[src/core/imscd_pkg.sv]
// shared constants and types of the stop and collision logic
package imscd_pkg;

	// ----------------------------------------------------------------
	// register map (word index on the plain register port)
	// ----------------------------------------------------------------
	localparam logic [2:0] ADDR_TRANSFER_BUFFER = 3'h0;
	localparam logic [2:0] ADDR_RELOAD_OR_MASK  = 3'h1; // reload and mask share it
	localparam logic [2:0] ADDR_CONTROL_ONE     = 3'h2;
	localparam logic [2:0] ADDR_CONTROL_TWO     = 3'h3;
	localparam logic [2:0] ADDR_PORT_STATUS     = 3'h4;
	localparam logic [2:0] ADDR_EVENT_STATUS    = 3'h5;
	localparam logic [2:0] ADDR_EVENT_MASK      = 3'h6;

	// ----------------------------------------------------------------
	// field positions
	// ----------------------------------------------------------------
	localparam int CTL1_WRITE_COLLISION = 7;
	localparam int CTL1_PORT_ENABLE     = 5;
	localparam int CTL1_MODE_LSB        = 0;
	localparam int CTL2_STOP_REQUEST    = 2;
	localparam int CTL2_MASK_LSB        = 1;
	localparam int CTL2_ACK_STATUS      = 6;
	localparam int STAT_STOP_SEEN       = 4;
	localparam int EVT_PORT_EVENT       = 0;
	localparam int EVT_COLLISION        = 1;

	// ----------------------------------------------------------------
	// port modes in the low nibble of the first control register
	// ----------------------------------------------------------------
	localparam logic [3:0] MODE_MASTER      = 4'h8;
	localparam logic [3:0] MODE_SLAVE_MASK7 = 4'h9;

	// ----------------------------------------------------------------
	// reset values
	// ----------------------------------------------------------------
	localparam logic [7:0] RST_BYTE      = 8'h00;
	localparam logic [7:0] RST_MASK      = 8'hff;
	localparam logic [4:0] RST_CTL2_MASK = 5'h1f;
	localparam logic [6:0] RST_RELOAD    = 7'h00;

	// ----------------------------------------------------------------
	// types
	// ----------------------------------------------------------------
	// one sample of both bus lines
	typedef struct packed {
		logic sda;
		logic scl;
	} imscd_line_t;

	// phases of the stop sequence
	typedef enum logic [2:0] {
		ST_IDLE,
		ST_SDA_LOW,
		ST_SCL_REL,
		ST_SCL_HIGH,
		ST_SDA_REL,
		ST_TAIL
	} imscd_state_t;

endpackage

[src/core/imscd_brg.sv]
// reload-based baud rate counter that times the SCL high, SDA release and tail phases of the stop
`timescale 1ns/1ns
`default_nettype none

module imscd_brg #(
	parameter int RELOAD_W = 7
) (
	// clock and reset
	input  wire logic                core_clk,
	input  wire logic                rst_n,
	// control
	input  wire logic                load,
	input  wire logic [RELOAD_W-1:0] reload,
	// status
	output logic                     expired
);

	// ----------------------------------------------------------------
	// elaboration check
	// ----------------------------------------------------------------
	if (RELOAD_W < 1 || RELOAD_W > 16)
	begin : g_bad_width
		$error("reload width out of range");
	end

	logic [RELOAD_W-1:0] count_reg;
	logic                run_reg;

	// count down from the reload value, pulse once on reaching zero
	always_ff @(posedge core_clk or negedge rst_n)
	begin
		if (!rst_n)
		begin
			count_reg <= '0;
			run_reg   <= 1'b0;
			expired   <= 1'b0;
		end
		else
		begin
			expired <= 1'b0;
			if (load)
			begin
				count_reg <= reload;
				run_reg   <= 1'b1;
			end
			else if (run_reg)
			begin
				if (count_reg == '0)
				begin
					run_reg <= 1'b0;
					expired <= 1'b1;
				end
				else
					count_reg <= count_reg - 1'b1;
			end
		end
	end

endmodule // imscd_brg

`default_nettype wire

[src/core/imscd_stop.sv]
// stop condition generator with bus collision detection and port registers
`timescale 1ns/1ns
`default_nettype none

// Contract
// - stop request bit starts stop, SDA low
// - release SCL only after SDA sampled low
// - SCL high loads counter from reload field
// - SDA low after counter expiry is collision
// - SCL low before SDA release is collision
// - collision aborts, releases, clears request, flags
// - stop seen, one period later event flag
// - mask shares reload address in mask mode
// - slave mode remaps second control bits five-one
module imscd_stop #(
	parameter int RELOAD_W = 7
) (
	// clock and reset
	input  wire logic       core_clk,
	input  wire logic       rst_n,
	// register port
	input  wire logic [2:0] reg_addr,
	input  wire logic [7:0] reg_wdata,
	input  wire logic       reg_wr,
	input  wire logic       reg_rd,
	output logic      [7:0] reg_rdata,
	// serial data line, open drain
	input  wire logic       sda_i,
	output logic            sda_o,
	output logic            sda_oe,
	// serial clock line, open drain
	input  wire logic       scl_i,
	output logic            scl_o,
	output logic            scl_oe,
	// flags to the rest of the port
	output logic            stop_request_bit,
	output logic            collision_flag,
	output logic            port_event_flag,
	output logic            irq
);

	// ----------------------------------------------------------------
	// elaboration check
	// ----------------------------------------------------------------
	if (RELOAD_W != 7)
	begin : g_bad_reload
		$error("reload field must be seven bits wide");
	end

	// ----------------------------------------------------------------
	// declarations
	// ----------------------------------------------------------------
	imscd_pkg::imscd_line_t  pin_s1_reg;
	imscd_pkg::imscd_line_t  pin_s2_reg;
	imscd_pkg::imscd_line_t  pin_s3_reg;
	imscd_pkg::imscd_line_t  line_reg;
	imscd_pkg::imscd_state_t state_reg;

	logic [7:0] buffer_reg;
	logic [7:0] reload_reg;
	logic [7:0] mask_reg;
	logic [7:0] ctl1_reg;
	logic [7:0] ctl2_reg;
	logic [4:0] ctl2_mask_reg;
	logic       stop_seen_reg;
	logic [1:0] evt_stat_reg;
	logic [1:0] evt_mask_reg;
	logic       brg_load_reg;
	logic       brg_expired;
	logic       collide;
	logic       finish;
	logic       stop_start;
	logic       stop_busy;
	logic [1:0] evt_set;

	// decode of the port mode
	function automatic logic mode_is(input logic [7:0] ctl, input logic [3:0] mode);
		mode_is = ctl[imscd_pkg::CTL1_PORT_ENABLE] && (ctl[3:0] == mode);
	endfunction

	logic master_mode;
	logic mask_mode;

	assign master_mode = mode_is(ctl1_reg, imscd_pkg::MODE_MASTER);
	assign mask_mode   = mode_is(ctl1_reg, imscd_pkg::MODE_SLAVE_MASK7);
	assign stop_busy   = (state_reg != imscd_pkg::ST_IDLE);

	// ----------------------------------------------------------------
	// pin synchronisers
	// ----------------------------------------------------------------
	// three stages; the level moves only when stages two and three agree,
	// so a single-sample glitch never reaches the sequencer
	always_ff @(posedge core_clk or negedge rst_n)
	begin
		if (!rst_n)
		begin
			pin_s1_reg <= '1;
			pin_s2_reg <= '1;
			pin_s3_reg <= '1;
			line_reg   <= '1;
		end
		else
		begin
			pin_s1_reg <= '{sda: sda_i, scl: scl_i};
			pin_s2_reg <= pin_s1_reg;
			pin_s3_reg <= pin_s2_reg;
			if (pin_s2_reg.sda == pin_s3_reg.sda)
				line_reg.sda <= pin_s3_reg.sda;
			if (pin_s2_reg.scl == pin_s3_reg.scl)
				line_reg.scl <= pin_s3_reg.scl;
		end
	end

	// ----------------------------------------------------------------
	// baud rate counter
	// ----------------------------------------------------------------
	imscd_brg #(
		.RELOAD_W (RELOAD_W)
	) u_brg (
		.core_clk (core_clk),
		.rst_n    (rst_n),
		.load     (brg_load_reg),
		.reload   (reload_reg[RELOAD_W-1:0]),
		.expired  (brg_expired)
	);

	// ----------------------------------------------------------------
	// stop sequencer
	// ----------------------------------------------------------------
	// stop request start
	assign stop_start = reg_wr && (reg_addr == imscd_pkg::ADDR_CONTROL_TWO)
		&& reg_wdata[imscd_pkg::CTL2_STOP_REQUEST] && master_mode && !stop_busy;

	// collision and completion decoded from the current phase
	always_comb
	begin
		collide = 1'b0;
		finish  = 1'b0;
		unique case (state_reg)
			imscd_pkg::ST_SCL_HIGH:
				collide = !line_reg.scl;
			imscd_pkg::ST_SDA_REL:
				collide = brg_expired && !(line_reg.sda && line_reg.scl);
			imscd_pkg::ST_TAIL:
				finish = brg_expired;
			imscd_pkg::ST_IDLE, imscd_pkg::ST_SDA_LOW, imscd_pkg::ST_SCL_REL:
				collide = 1'b0;
		endcase
	end

	// phase walk; a disabled port drops any sequence in flight
	always_ff @(posedge core_clk or negedge rst_n)
	begin
		if (!rst_n)
		begin
			state_reg    <= imscd_pkg::ST_IDLE;
			brg_load_reg <= 1'b0;
			sda_oe       <= 1'b0;
			scl_oe       <= 1'b0;
		end
		else
		begin
			brg_load_reg <= 1'b0;
			if (!master_mode || collide)
			begin
				state_reg <= imscd_pkg::ST_IDLE;
				sda_oe    <= 1'b0;
				scl_oe    <= 1'b0;
			end
			else
			begin
				unique case (state_reg)
					imscd_pkg::ST_IDLE:
						if (stop_start)
						begin
							state_reg <= imscd_pkg::ST_SDA_LOW;
							sda_oe    <= 1'b1;
							scl_oe    <= 1'b1;
						end
					imscd_pkg::ST_SDA_LOW:
						if (!line_reg.sda)
						begin
							state_reg <= imscd_pkg::ST_SCL_REL;
							scl_oe    <= 1'b0;
						end
					imscd_pkg::ST_SCL_REL:
						if (line_reg.scl)
						begin
							state_reg    <= imscd_pkg::ST_SCL_HIGH;
							brg_load_reg <= 1'b1;
						end
					imscd_pkg::ST_SCL_HIGH:
						if (brg_expired)
						begin
							state_reg    <= imscd_pkg::ST_SDA_REL;
							sda_oe       <= 1'b0;
							brg_load_reg <= 1'b1;
						end
					imscd_pkg::ST_SDA_REL:
						if (brg_expired)
						begin
							state_reg    <= imscd_pkg::ST_TAIL;
							brg_load_reg <= 1'b1;
						end
					imscd_pkg::ST_TAIL:
						if (finish)
							state_reg <= imscd_pkg::ST_IDLE;
				endcase
			end
		end
	end

	// ----------------------------------------------------------------
	// port registers
	// ----------------------------------------------------------------
	// open drain: output data is always low, the enable does the work
	always_ff @(posedge core_clk or negedge rst_n)
	begin
		if (!rst_n)
		begin
			sda_o <= 1'b0;
			scl_o <= 1'b0;
		end
		else
		begin
			sda_o <= 1'b0;
			scl_o <= 1'b0;
		end
	end

	// buffer, reload and mask; writes to the buffer during a stop are refused
	always_ff @(posedge core_clk or negedge rst_n)
	begin
		if (!rst_n)
		begin
			buffer_reg <= imscd_pkg::RST_BYTE;
			reload_reg <= {1'b0, imscd_pkg::RST_RELOAD};
			mask_reg   <= imscd_pkg::RST_MASK;
		end
		else if (reg_wr)
		begin
			if (reg_addr == imscd_pkg::ADDR_TRANSFER_BUFFER && !stop_busy)
				buffer_reg <= reg_wdata;
			if (reg_addr == imscd_pkg::ADDR_RELOAD_OR_MASK)
			begin
				if (mask_mode)
					mask_reg <= reg_wdata;
				else
					reload_reg <= reg_wdata;
			end
		end
	end

	// first control register; write collision flag is sticky until written 0
	always_ff @(posedge core_clk or negedge rst_n)
	begin
		if (!rst_n)
			ctl1_reg <= imscd_pkg::RST_BYTE;
		else
		begin
			if (reg_wr && reg_addr == imscd_pkg::ADDR_CONTROL_ONE)
				ctl1_reg <= reg_wdata;
			// a refused buffer write wins over a same-cycle clear
			if (reg_wr && reg_addr == imscd_pkg::ADDR_TRANSFER_BUFFER && stop_busy)
				ctl1_reg[imscd_pkg::CTL1_WRITE_COLLISION] <= 1'b1;
		end
	end

	// second control register and its slave-mode mask view
	always_ff @(posedge core_clk or negedge rst_n)
	begin
		if (!rst_n)
		begin
			ctl2_reg      <= imscd_pkg::RST_BYTE;
			ctl2_mask_reg <= imscd_pkg::RST_CTL2_MASK;
		end
		else
		begin
			if (reg_wr && reg_addr == imscd_pkg::ADDR_CONTROL_TWO)
			begin
				if (!master_mode)
				begin
					// bits five to one become mask bits
					ctl2_mask_reg <= reg_wdata[imscd_pkg::CTL2_MASK_LSB +: 5];
					ctl2_reg[7]   <= reg_wdata[7];
					ctl2_reg[0]   <= reg_wdata[0];
				end
				else
				begin
					ctl2_reg <= reg_wdata;
					ctl2_reg[imscd_pkg::CTL2_ACK_STATUS] <= 1'b0;
					// request only latches when the sequencer takes it
					ctl2_reg[imscd_pkg::CTL2_STOP_REQUEST] <=
						ctl2_reg[imscd_pkg::CTL2_STOP_REQUEST] | stop_start;
				end
			end
			if (collide || finish || !master_mode)
				ctl2_reg[imscd_pkg::CTL2_STOP_REQUEST] <= 1'b0;
		end
	end

	// stop-seen status; cleared by a new request or a disabled port
	always_ff @(posedge core_clk or negedge rst_n)
	begin
		if (!rst_n)
			stop_seen_reg <= 1'b0;
		else if (!ctl1_reg[imscd_pkg::CTL1_PORT_ENABLE] || stop_start)
			stop_seen_reg <= 1'b0;
		else if (state_reg == imscd_pkg::ST_SDA_REL && brg_expired && !collide)
			stop_seen_reg <= 1'b1;
	end

	// ----------------------------------------------------------------
	// events and interrupt
	// ----------------------------------------------------------------
	assign evt_set = {collide, finish};

	// sticky events cleared by reading them; a new event wins over the read
	always_ff @(posedge core_clk or negedge rst_n)
	begin
		if (!rst_n)
		begin
			evt_stat_reg <= 2'h0;
			evt_mask_reg <= 2'h0;
		end
		else
		begin
			if (reg_rd && reg_addr == imscd_pkg::ADDR_EVENT_STATUS)
				evt_stat_reg <= evt_set;
			else
				evt_stat_reg <= evt_stat_reg | evt_set;
			if (reg_wr && reg_addr == imscd_pkg::ADDR_EVENT_MASK)
				evt_mask_reg <= reg_wdata[1:0];
		end
	end

	// flag outputs and interrupt level, all registered
	always_ff @(posedge core_clk or negedge rst_n)
	begin
		if (!rst_n)
		begin
			stop_request_bit <= 1'b0;
			collision_flag   <= 1'b0;
			port_event_flag  <= 1'b0;
			irq              <= 1'b0;
		end
		else
		begin
			stop_request_bit <= ctl2_reg[imscd_pkg::CTL2_STOP_REQUEST];
			collision_flag   <= evt_stat_reg[imscd_pkg::EVT_COLLISION];
			port_event_flag  <= evt_stat_reg[imscd_pkg::EVT_PORT_EVENT];
			irq              <= |(evt_stat_reg & evt_mask_reg);
		end
	end

	// ----------------------------------------------------------------
	// read port
	// ----------------------------------------------------------------
	// data stand only in the cycle after the strobe, zero otherwise
	always_ff @(posedge core_clk or negedge rst_n)
	begin
		if (!rst_n)
			reg_rdata <= 8'h00;
		else if (!reg_rd)
			reg_rdata <= 8'h00;
		else
		begin
			unique case (reg_addr)
				imscd_pkg::ADDR_TRANSFER_BUFFER:
					reg_rdata <= buffer_reg;
				imscd_pkg::ADDR_RELOAD_OR_MASK:
					reg_rdata <= mask_mode ? mask_reg : reload_reg;
				imscd_pkg::ADDR_CONTROL_ONE:
					reg_rdata <= ctl1_reg;
				imscd_pkg::ADDR_CONTROL_TWO:
					reg_rdata <= master_mode ? ctl2_reg
						: {ctl2_reg[7], 1'b0, ctl2_mask_reg, ctl2_reg[0]};
				imscd_pkg::ADDR_PORT_STATUS:
					reg_rdata <= {3'h0, stop_seen_reg, 4'h0};
				imscd_pkg::ADDR_EVENT_STATUS:
					reg_rdata <= {6'h00, evt_stat_reg};
				imscd_pkg::ADDR_EVENT_MASK:
					reg_rdata <= {6'h00, evt_mask_reg};
				default:
					reg_rdata <= 8'h00;
			endcase
		end
	end

endmodule // imscd_stop

`default_nettype wire

[config.mk]
export PLATFORM = sky130hd
export DESIGN_NAME = imscd_stop
export DESIGN_NICKNAME = d
export VERILOG_FILES = /design/src/core/imscd_pkg.sv /design/src/core/imscd_brg.sv /design/src/core/imscd_stop.sv
export SDC_FILE = /design/constraint.sdc
export NUM_CORES = 1
export LEC_CHECK = 0
export ABC_AREA = 1
export BUFFER_PORTS_ARGS = -buffer_cell sky130_fd_sc_hd__buf_2
export CAP_MARGIN = 0
export CORE_MARGIN = 1
export CORE_UTILIZATION = 54
export CTS_CLUSTER_SIZE = 25
export DETAILED_ROUTE_END_ITERATION = 16
export GPL_TIMING_DRIVEN = 0
export PLACE_DENSITY = 0.76
export SETUP_SLACK_MARGIN = 0.15
export SLEW_MARGIN = 10
export SYNTH_ARGS = -nofsm -noshare
export SYNTH_HDL_FRONTEND = slang
export SYNTH_SLANG_ARGS = --single-unit
[constraint.sdc]
create_clock -name core_clk -period 1.4 [get_ports core_clk]
set_clock_uncertainty 0.15 [all_clocks]
set_input_delay 0.07 -clock core_clk [delete_from_list [all_inputs] [get_ports core_clk]]
set_output_delay 0.07 -clock core_clk [all_outputs]
set_load 0.005 [all_outputs]
==> run metrics, run 1 <==
Synth top area share=0.390; initial antenna violation count=0; failing checks=negative setup slack; DIE WIDTH=88.5 um; hpwl dp=6410 um; IO Pins=33; Yosys warning count=0; CTS tree=yes; Seq/Total Area, Yosys=0.526; Worst VDD drop=0.000742 V; post-synthesis cell count=467; GRT Residual Overflow=0; Max Freq=597 MHz; WP buf/inv=3; Synth area leader=dfrtp_1; status=complete, but fails checks; core box area=0.00725 mm^2; clk sinks=84; Yosys reg bits=84; Post-Route WL=11,800 um; DRT antenna net count=0; Starting Density=0.557; drt pass-1 iters=5; power density cells=1110 mW/mm^2; CTS root buffer=clkbuf_8; DRC violations left=0; type of origin of the critical path=flip-flop; EDFF count, synth=0; vias in the first global route=3,445; HP Class=in2reg; synth unique cells=42; Layout area overhead=38.2%; Leak=2.68 nW; PortBufs=30; Via density=5.68; Avg WL per Cell=17.6 um; Rows=31; syn avg cell area=8.66 um^2; GP Congestion=0.877; Fin Hold WS=0.0600 ns; Cell Area, Synth=0.00404 mm^2; WS Path Type=reg2reg; Setup violations, final=54; Worst Slack Setup Final=-0.275 ns; vias after detailed routing=3,809; # diodes=0; CTS H-Tree Depth=3; die span in y=88.5 um; Setup WS pre-CTS=-0.355 ns; fraction of registers with async set/reset=1.00; Min Clock Period, post-route=1.67 ns; All-Layer GR Usage=0.289; CP max FO=5; CP max-delay cell=dfrtp_1; period utilization=1.20; crit end category=flip-flop; worst endpoint required time=1.51 ns; RSZ-0062 raised after global routing=yes; # nets final=586; die area=0.00784 mm^2; 1st-iter DRT viols=382; clock buffer count from CTS=9; critical path's top delay family=simple AND/OR/NAND/NOR gates; clock-pin transition on the worst setup and hold timing paths=0.09 ns; crit path DAT=1.78 ns; layout cells sized above 1=0.420; Max Cap Viol=0; largest net degree at the start of global routing=51; Clock Path Buffers=2; crit-path cells=inv_2 > nor2_4 > nand3_4 > buf_8 > o211ai_1 > nand3b_1 > nand2_1 > inv_1; most common flop cell mapped by yosys=dfrtp_1; worst-skew pair later-pin latency=0.37 ns; first-pass GRT wire length=16,600 um; endpoints failing hold=0; Synth area leaders=dfrtp_1 (39%), dfstp_2 (14%), nand2_1 (11%); CP max stage delay=0.40 ns; Slew Limit Fails=0
-- Yosys cell counts (3+ instances only) --
| cell type | number |
|---|---|
| xor2_1 | 3 |
| o21ai_1 | 3 |
| nor2_1 | 38 |
| nor2_2 | 4 |
| buf_6 | 3 |
| buf_2 | 5 |
| inv_1 | 65 |
| nand2_1 | 115 |
| nand4_1 | 7 |
| dfrtp_1 | 63 |
| o21ai_2 | 16 |
| nand2_2 | 5 |
| dfstp_2 | 21 |
| o21ai_0 | 39 |
| a31oi_1 | 3 |
| nand3_1 | 22 |
| o211ai_1 | 5 |
| a21oi_1 | 16 |
| nor3_4 | 3 |
-- cell usage in the layout (no fill, tap or decap), types with 13 or more instances in the layout --
| cell | count |
|---|---|
| buf_2 | 30 |
| buf_4 | 32 |
| buf_6 | 16 |
| dfrtp_1 | 61 |
| dfstp_2 | 21 |
| dlygate4sd3_1 | 13 |
| inv_1 | 53 |
| nand2_1 | 95 |
| nand2_2 | 19 |
| nor2_1 | 19 |
| nor2_4 | 14 |
| o21ai_0 | 27 |
| o21ai_2 | 18 |
-- final timing paths --
| check | slack, ns | depth (start not counted) | end | from |
|---|---|---|---|---|
| max | -0.27 | 8 | reg_rdata[3] | ctl1_reg[3] |
| min | 0.06 | 4 | reg_rdata[6] | reg_addr[0] |
| max reg2reg | -0.27 | 8 | reg_rdata[3] | ctl1_reg[3] |
| min reg2reg | 0.21 | 0 | pin_s2_reg[1] | pin_s1_reg[1] |
| max in group asynchronous | 0.39 | 3 | ctl2_mask_reg[2] | rst_n |
| min in group asynchronous | 0.07 | 2 | u_brg.count_reg[2] | rst_n |
-- per-stage QoR --
step | cells | util | TNS (ns) | power (mW) | instance area, um^2
finish | 671 | 0.770 | -7.43 | 6.20 | 5590
floorplan | 468 | - | -0.431 | 3.41 | 4180
global placement | 597 | 0.614 | -41.72 | 3.65 | 4450
CTS | 656 | 0.732 | -5.46 | 5.94 | 5310
detailed placement | 598 | 0.618 | -10.81 | 3.69 | 4480
global route | 671 | 0.770 | -10.49 | 6.41 | 5590
-- tightest hold or removal path: stages --
cell	delay [ns]
buf_2	0.21
nor3_4	0.09
nand2_1	0.06
a31oi_1	0.09
-- cell type report --
cell class                      instances  area [um^2]
Inverter                               68          267
Multi-Input combinational cell        305         1950
Clock buffer                           12          155
Fill cell                             462         1670
Timing Repair Buffer                   88          739
Buffer                                 11          121
Clock inverter                          4         95.1
Tap cell                               99          124
Sequential cell                        84         2130
-- cells by family (layout without fill, tap and decap cells) --
logic type                 Yosys count  count (layout)  synth area share
xor gates and xnor gates             3               3           0.00650
adders and majority gates            4               4            0.0111
DFF                                 84              84             0.526
other                                1               2          0.000928
and+or+nand+nor                    204             204             0.231
AOI/OAI and AO/OA                   92              92             0.141
buffers and inverters               79             183            0.0829
-- report_power, final --
part / switching [mW] / internal [mW] / total, mW
Sequential: 0.217 / 2.73 / 2.95
Combinational: 0.625 / 0.455 / 1.08
Clock: 0.889 / 1.28 / 2.17
-- layer usage --
metal  part of all wire  track usage  wire [um]  vias up
li1                   -            -          -     1696
met1               0.41        0.378       4820     1850
met2               0.48        0.457       5700      210
met3              0.065       0.0429        766       53
met4              0.043        0.170        508        0
met5                  0       0.0195          0        -
-- what timing repair did --
item | in CTS | in global routing
hold endpoints to repair | 114 | 0
pin swaps | 17 | 16
gates resized for setup | 50 | 51
cloned | 4 | 0
hold buffers | 13 | 0
setup buffers | 25 | 15
endpoints found under the setup margin | 58 | 64
Note: power is estimated with default switching activity, not from simulation.
==> run 2, diff against run 1 <==
--- a/config.mk
+++ b/config.mk
@@ -14,6 +14,7 @@
 export DETAILED_ROUTE_END_ITERATION = 16
 export GPL_TIMING_DRIVEN = 0
 export PLACE_DENSITY = 0.76
+export RECOVER_POWER = 50
 export SETUP_SLACK_MARGIN = 0.15
 export SLEW_MARGIN = 10
 export SYNTH_ARGS = -nofsm -noshare
==> run 2 against run 1 <==
The flow still finishes with violations (negative setup slack); global-route usage unchanged; total power about the same; largest cell class unchanged; design area hardly changed; non-clock buffer count is the same; count of clock-buffer cells in the layout did not move; combinational power about the same; critical path depth is 2 higher; cell count is the same; critical path type unchanged; sequential share of layout area about the same; first-iteration DRC count grew 17%; hold slack worse by 0.0040 ns; utilization about the same.
==> run metrics, run 2 (synthesized netlist as in run 1, its figures left out) <==
Switch Pwr=1.73 mW; DRT antenna net count=0; worst r2r src=ctl1_reg[3]; WS Path Type=reg2reg; die area=0.00784 mm^2; GP Congestion=0.877; DRC violations left=0; RSZ-0062 raised after global routing=yes; clock buffer count from CTS=9; type of origin of the critical path=flip-flop; power density cells=1110 mW/mm^2; Via density=5.68; Avg WL per Cell=17.6 um; clock-pin transition on the worst setup and hold timing paths=0.09 ns; internal power=4.47 mW; CTS H-Tree Depth=3; Seq pwr share=0.476; register-to-register setup slack=-0.31 ns; largest net degree at the start of global routing=51; most frequent cells in the layout=nand2_1 (95), dfrtp_1 (61), inv_1 (53), buf_4 (32), buf_2 (29); drt pass-1 iters=8; hold_sp=reg_addr[1]; clk sinks=84; die span in y=88.5 um; crit end category=flip-flop; worst hold path depth=4; Comb power frac=0.174; Rows=31; vias in the first global route=3,445; R2R Path End=reg_rdata[2]; CP max FO=4; hpwl dp=6410 um; first-pass GRT wire length=16,600 um; Setup WS pre-CTS=-0.355 ns; Worst VDD drop=0.000741 V; CTS root buffer=clkbuf_8; Post-Route WL=11,800 um; status=complete, but fails checks; Min Clock Period, post-route=1.71 ns; Hold Path Sink=reg_rdata[6]; DIE WIDTH=88.5 um; Reg2Reg Depth=10; Worst Slack Setup Final=-0.313 ns; initial antenna violation count=0; crit path DAT=1.82 ns; GRT Residual Overflow=0; failing checks=negative setup slack; IO Pins=33; HP Class=in2reg; Setup violations, final=57; Filler cells=463; vias after detailed routing=3,809; worst-skew pair later-pin latency=0.37 ns; All-Layer GR Usage=0.289; post-route setup TNS=-8.67 ns; Clock Path Buffers=2; most common cell after layout, fill and taps aside=nand2_1; layout cells sized above 1=0.418; PortBufs=30; period utilization=1.22; CTS tree=yes; DP Cell Count=598; Post-Layout Cell Count=671; # nets final=586; core box area=0.00725 mm^2; Max Freq=584 MHz; worst endpoint required time=1.51 ns; Max Cap Viol=0; Leak=2.67 nW; Starting Density=0.557; switch share=0.279; endpoints failing hold=0; fin util=0.770; Layout area overhead=38.2%; 1st-iter DRT viols=448; Slew Limit Fails=0; # diodes=0; Clk pwr share=0.350
## run 2: cell count changes in the layout (fill, tap and decap cells not counted)
cell | before | now
buf_2 | 30 | 29
clkbuf_1 | 1 | 2
## run 2: timing repair
item                                    in CTS  in global routing
resized for setup                           50                 51
endpoints found under the hold margin      114                  0
endpoints found under the setup margin      58                 64
setup buffers                               25                 15
hold buffers                                13                  0
cloned                                       4                  0
pin swaps                                   17                 16
## run 2: through the flow
stage | power (mW) | hold slack, ns | instance area, um^2
2_1_floorplan | 3.41 | -0.376 | 4180
3_3_place_gp | 3.65 | 0.0247 | 4450
3_5_place_dp | 3.69 | -0.0942 | 4480
4_1_cts | 5.94 | 0.0440 | 5310
5_1_grt | 6.40 | 0.0719 | 5590
6_report | 6.20 | 0.0560 | 5590
## run 2: critical path: stages, from the launching register on
cell and delay (ns):
dfrtp_1 0.42, inv_2 0.08, nor2_4 0.15, nand3_4 0.15
buf_4 0.17, nand2_1 0.08, o21ai_0 0.11, nand2_1 0.10
nand3_2 0.10, nand2_1 0.07, inv_1 0.03
## run 2: worst max-delay path by stage
stage,startpoint,endpoint,cells after the start
after detailed placement,ctl1_reg[3],reg_rdata[3],9
after global placement,rst_n,buffer_reg[3],1
after floorplan,state_reg[1],state_reg[2],9
final,ctl1_reg[3],reg_rdata[2],10
after CTS,ctl1_reg[2],reg_rdata[1],7
after global routing,ctl1_reg[3],reg_rdata[2],10
## run 2: routing by layer
metal / track usage / up-vias / wire, um
met5: 0.0195 / - / 0
met4: 0.170 / 0 / 521
met3: 0.0429 / 57 / 781
met2: 0.457 / 225 / 5710
met1: 0.378 / 1831 / 4810
li1: - / 1696 / -
## run 2: cell type report
cell class	count	area [um^2]	share of cell area
buffer	11	121	0.0217
clock buffer	12	155	0.0278
clock inverter	4	95.1	0.0170
inverter	68	267	0.0477
multi-input combinational	305	1950	0.350
sequential	84	2130	0.381
tap	99	124	0.0222
timing repair buffer	88	738	0.132
## run 2: power groups by stage
stage          Combinational (mW)  Clock, mW  Sequential [mW]
4_1_cts                     0.888       2.15             2.91
3_3_place_gp                0.726          0             2.92
3_5_place_dp                0.759          0             2.93
6_report                     1.08       2.17             2.95
2_1_floorplan               0.511          0             2.90
5_1_grt                      1.17       2.27             2.97
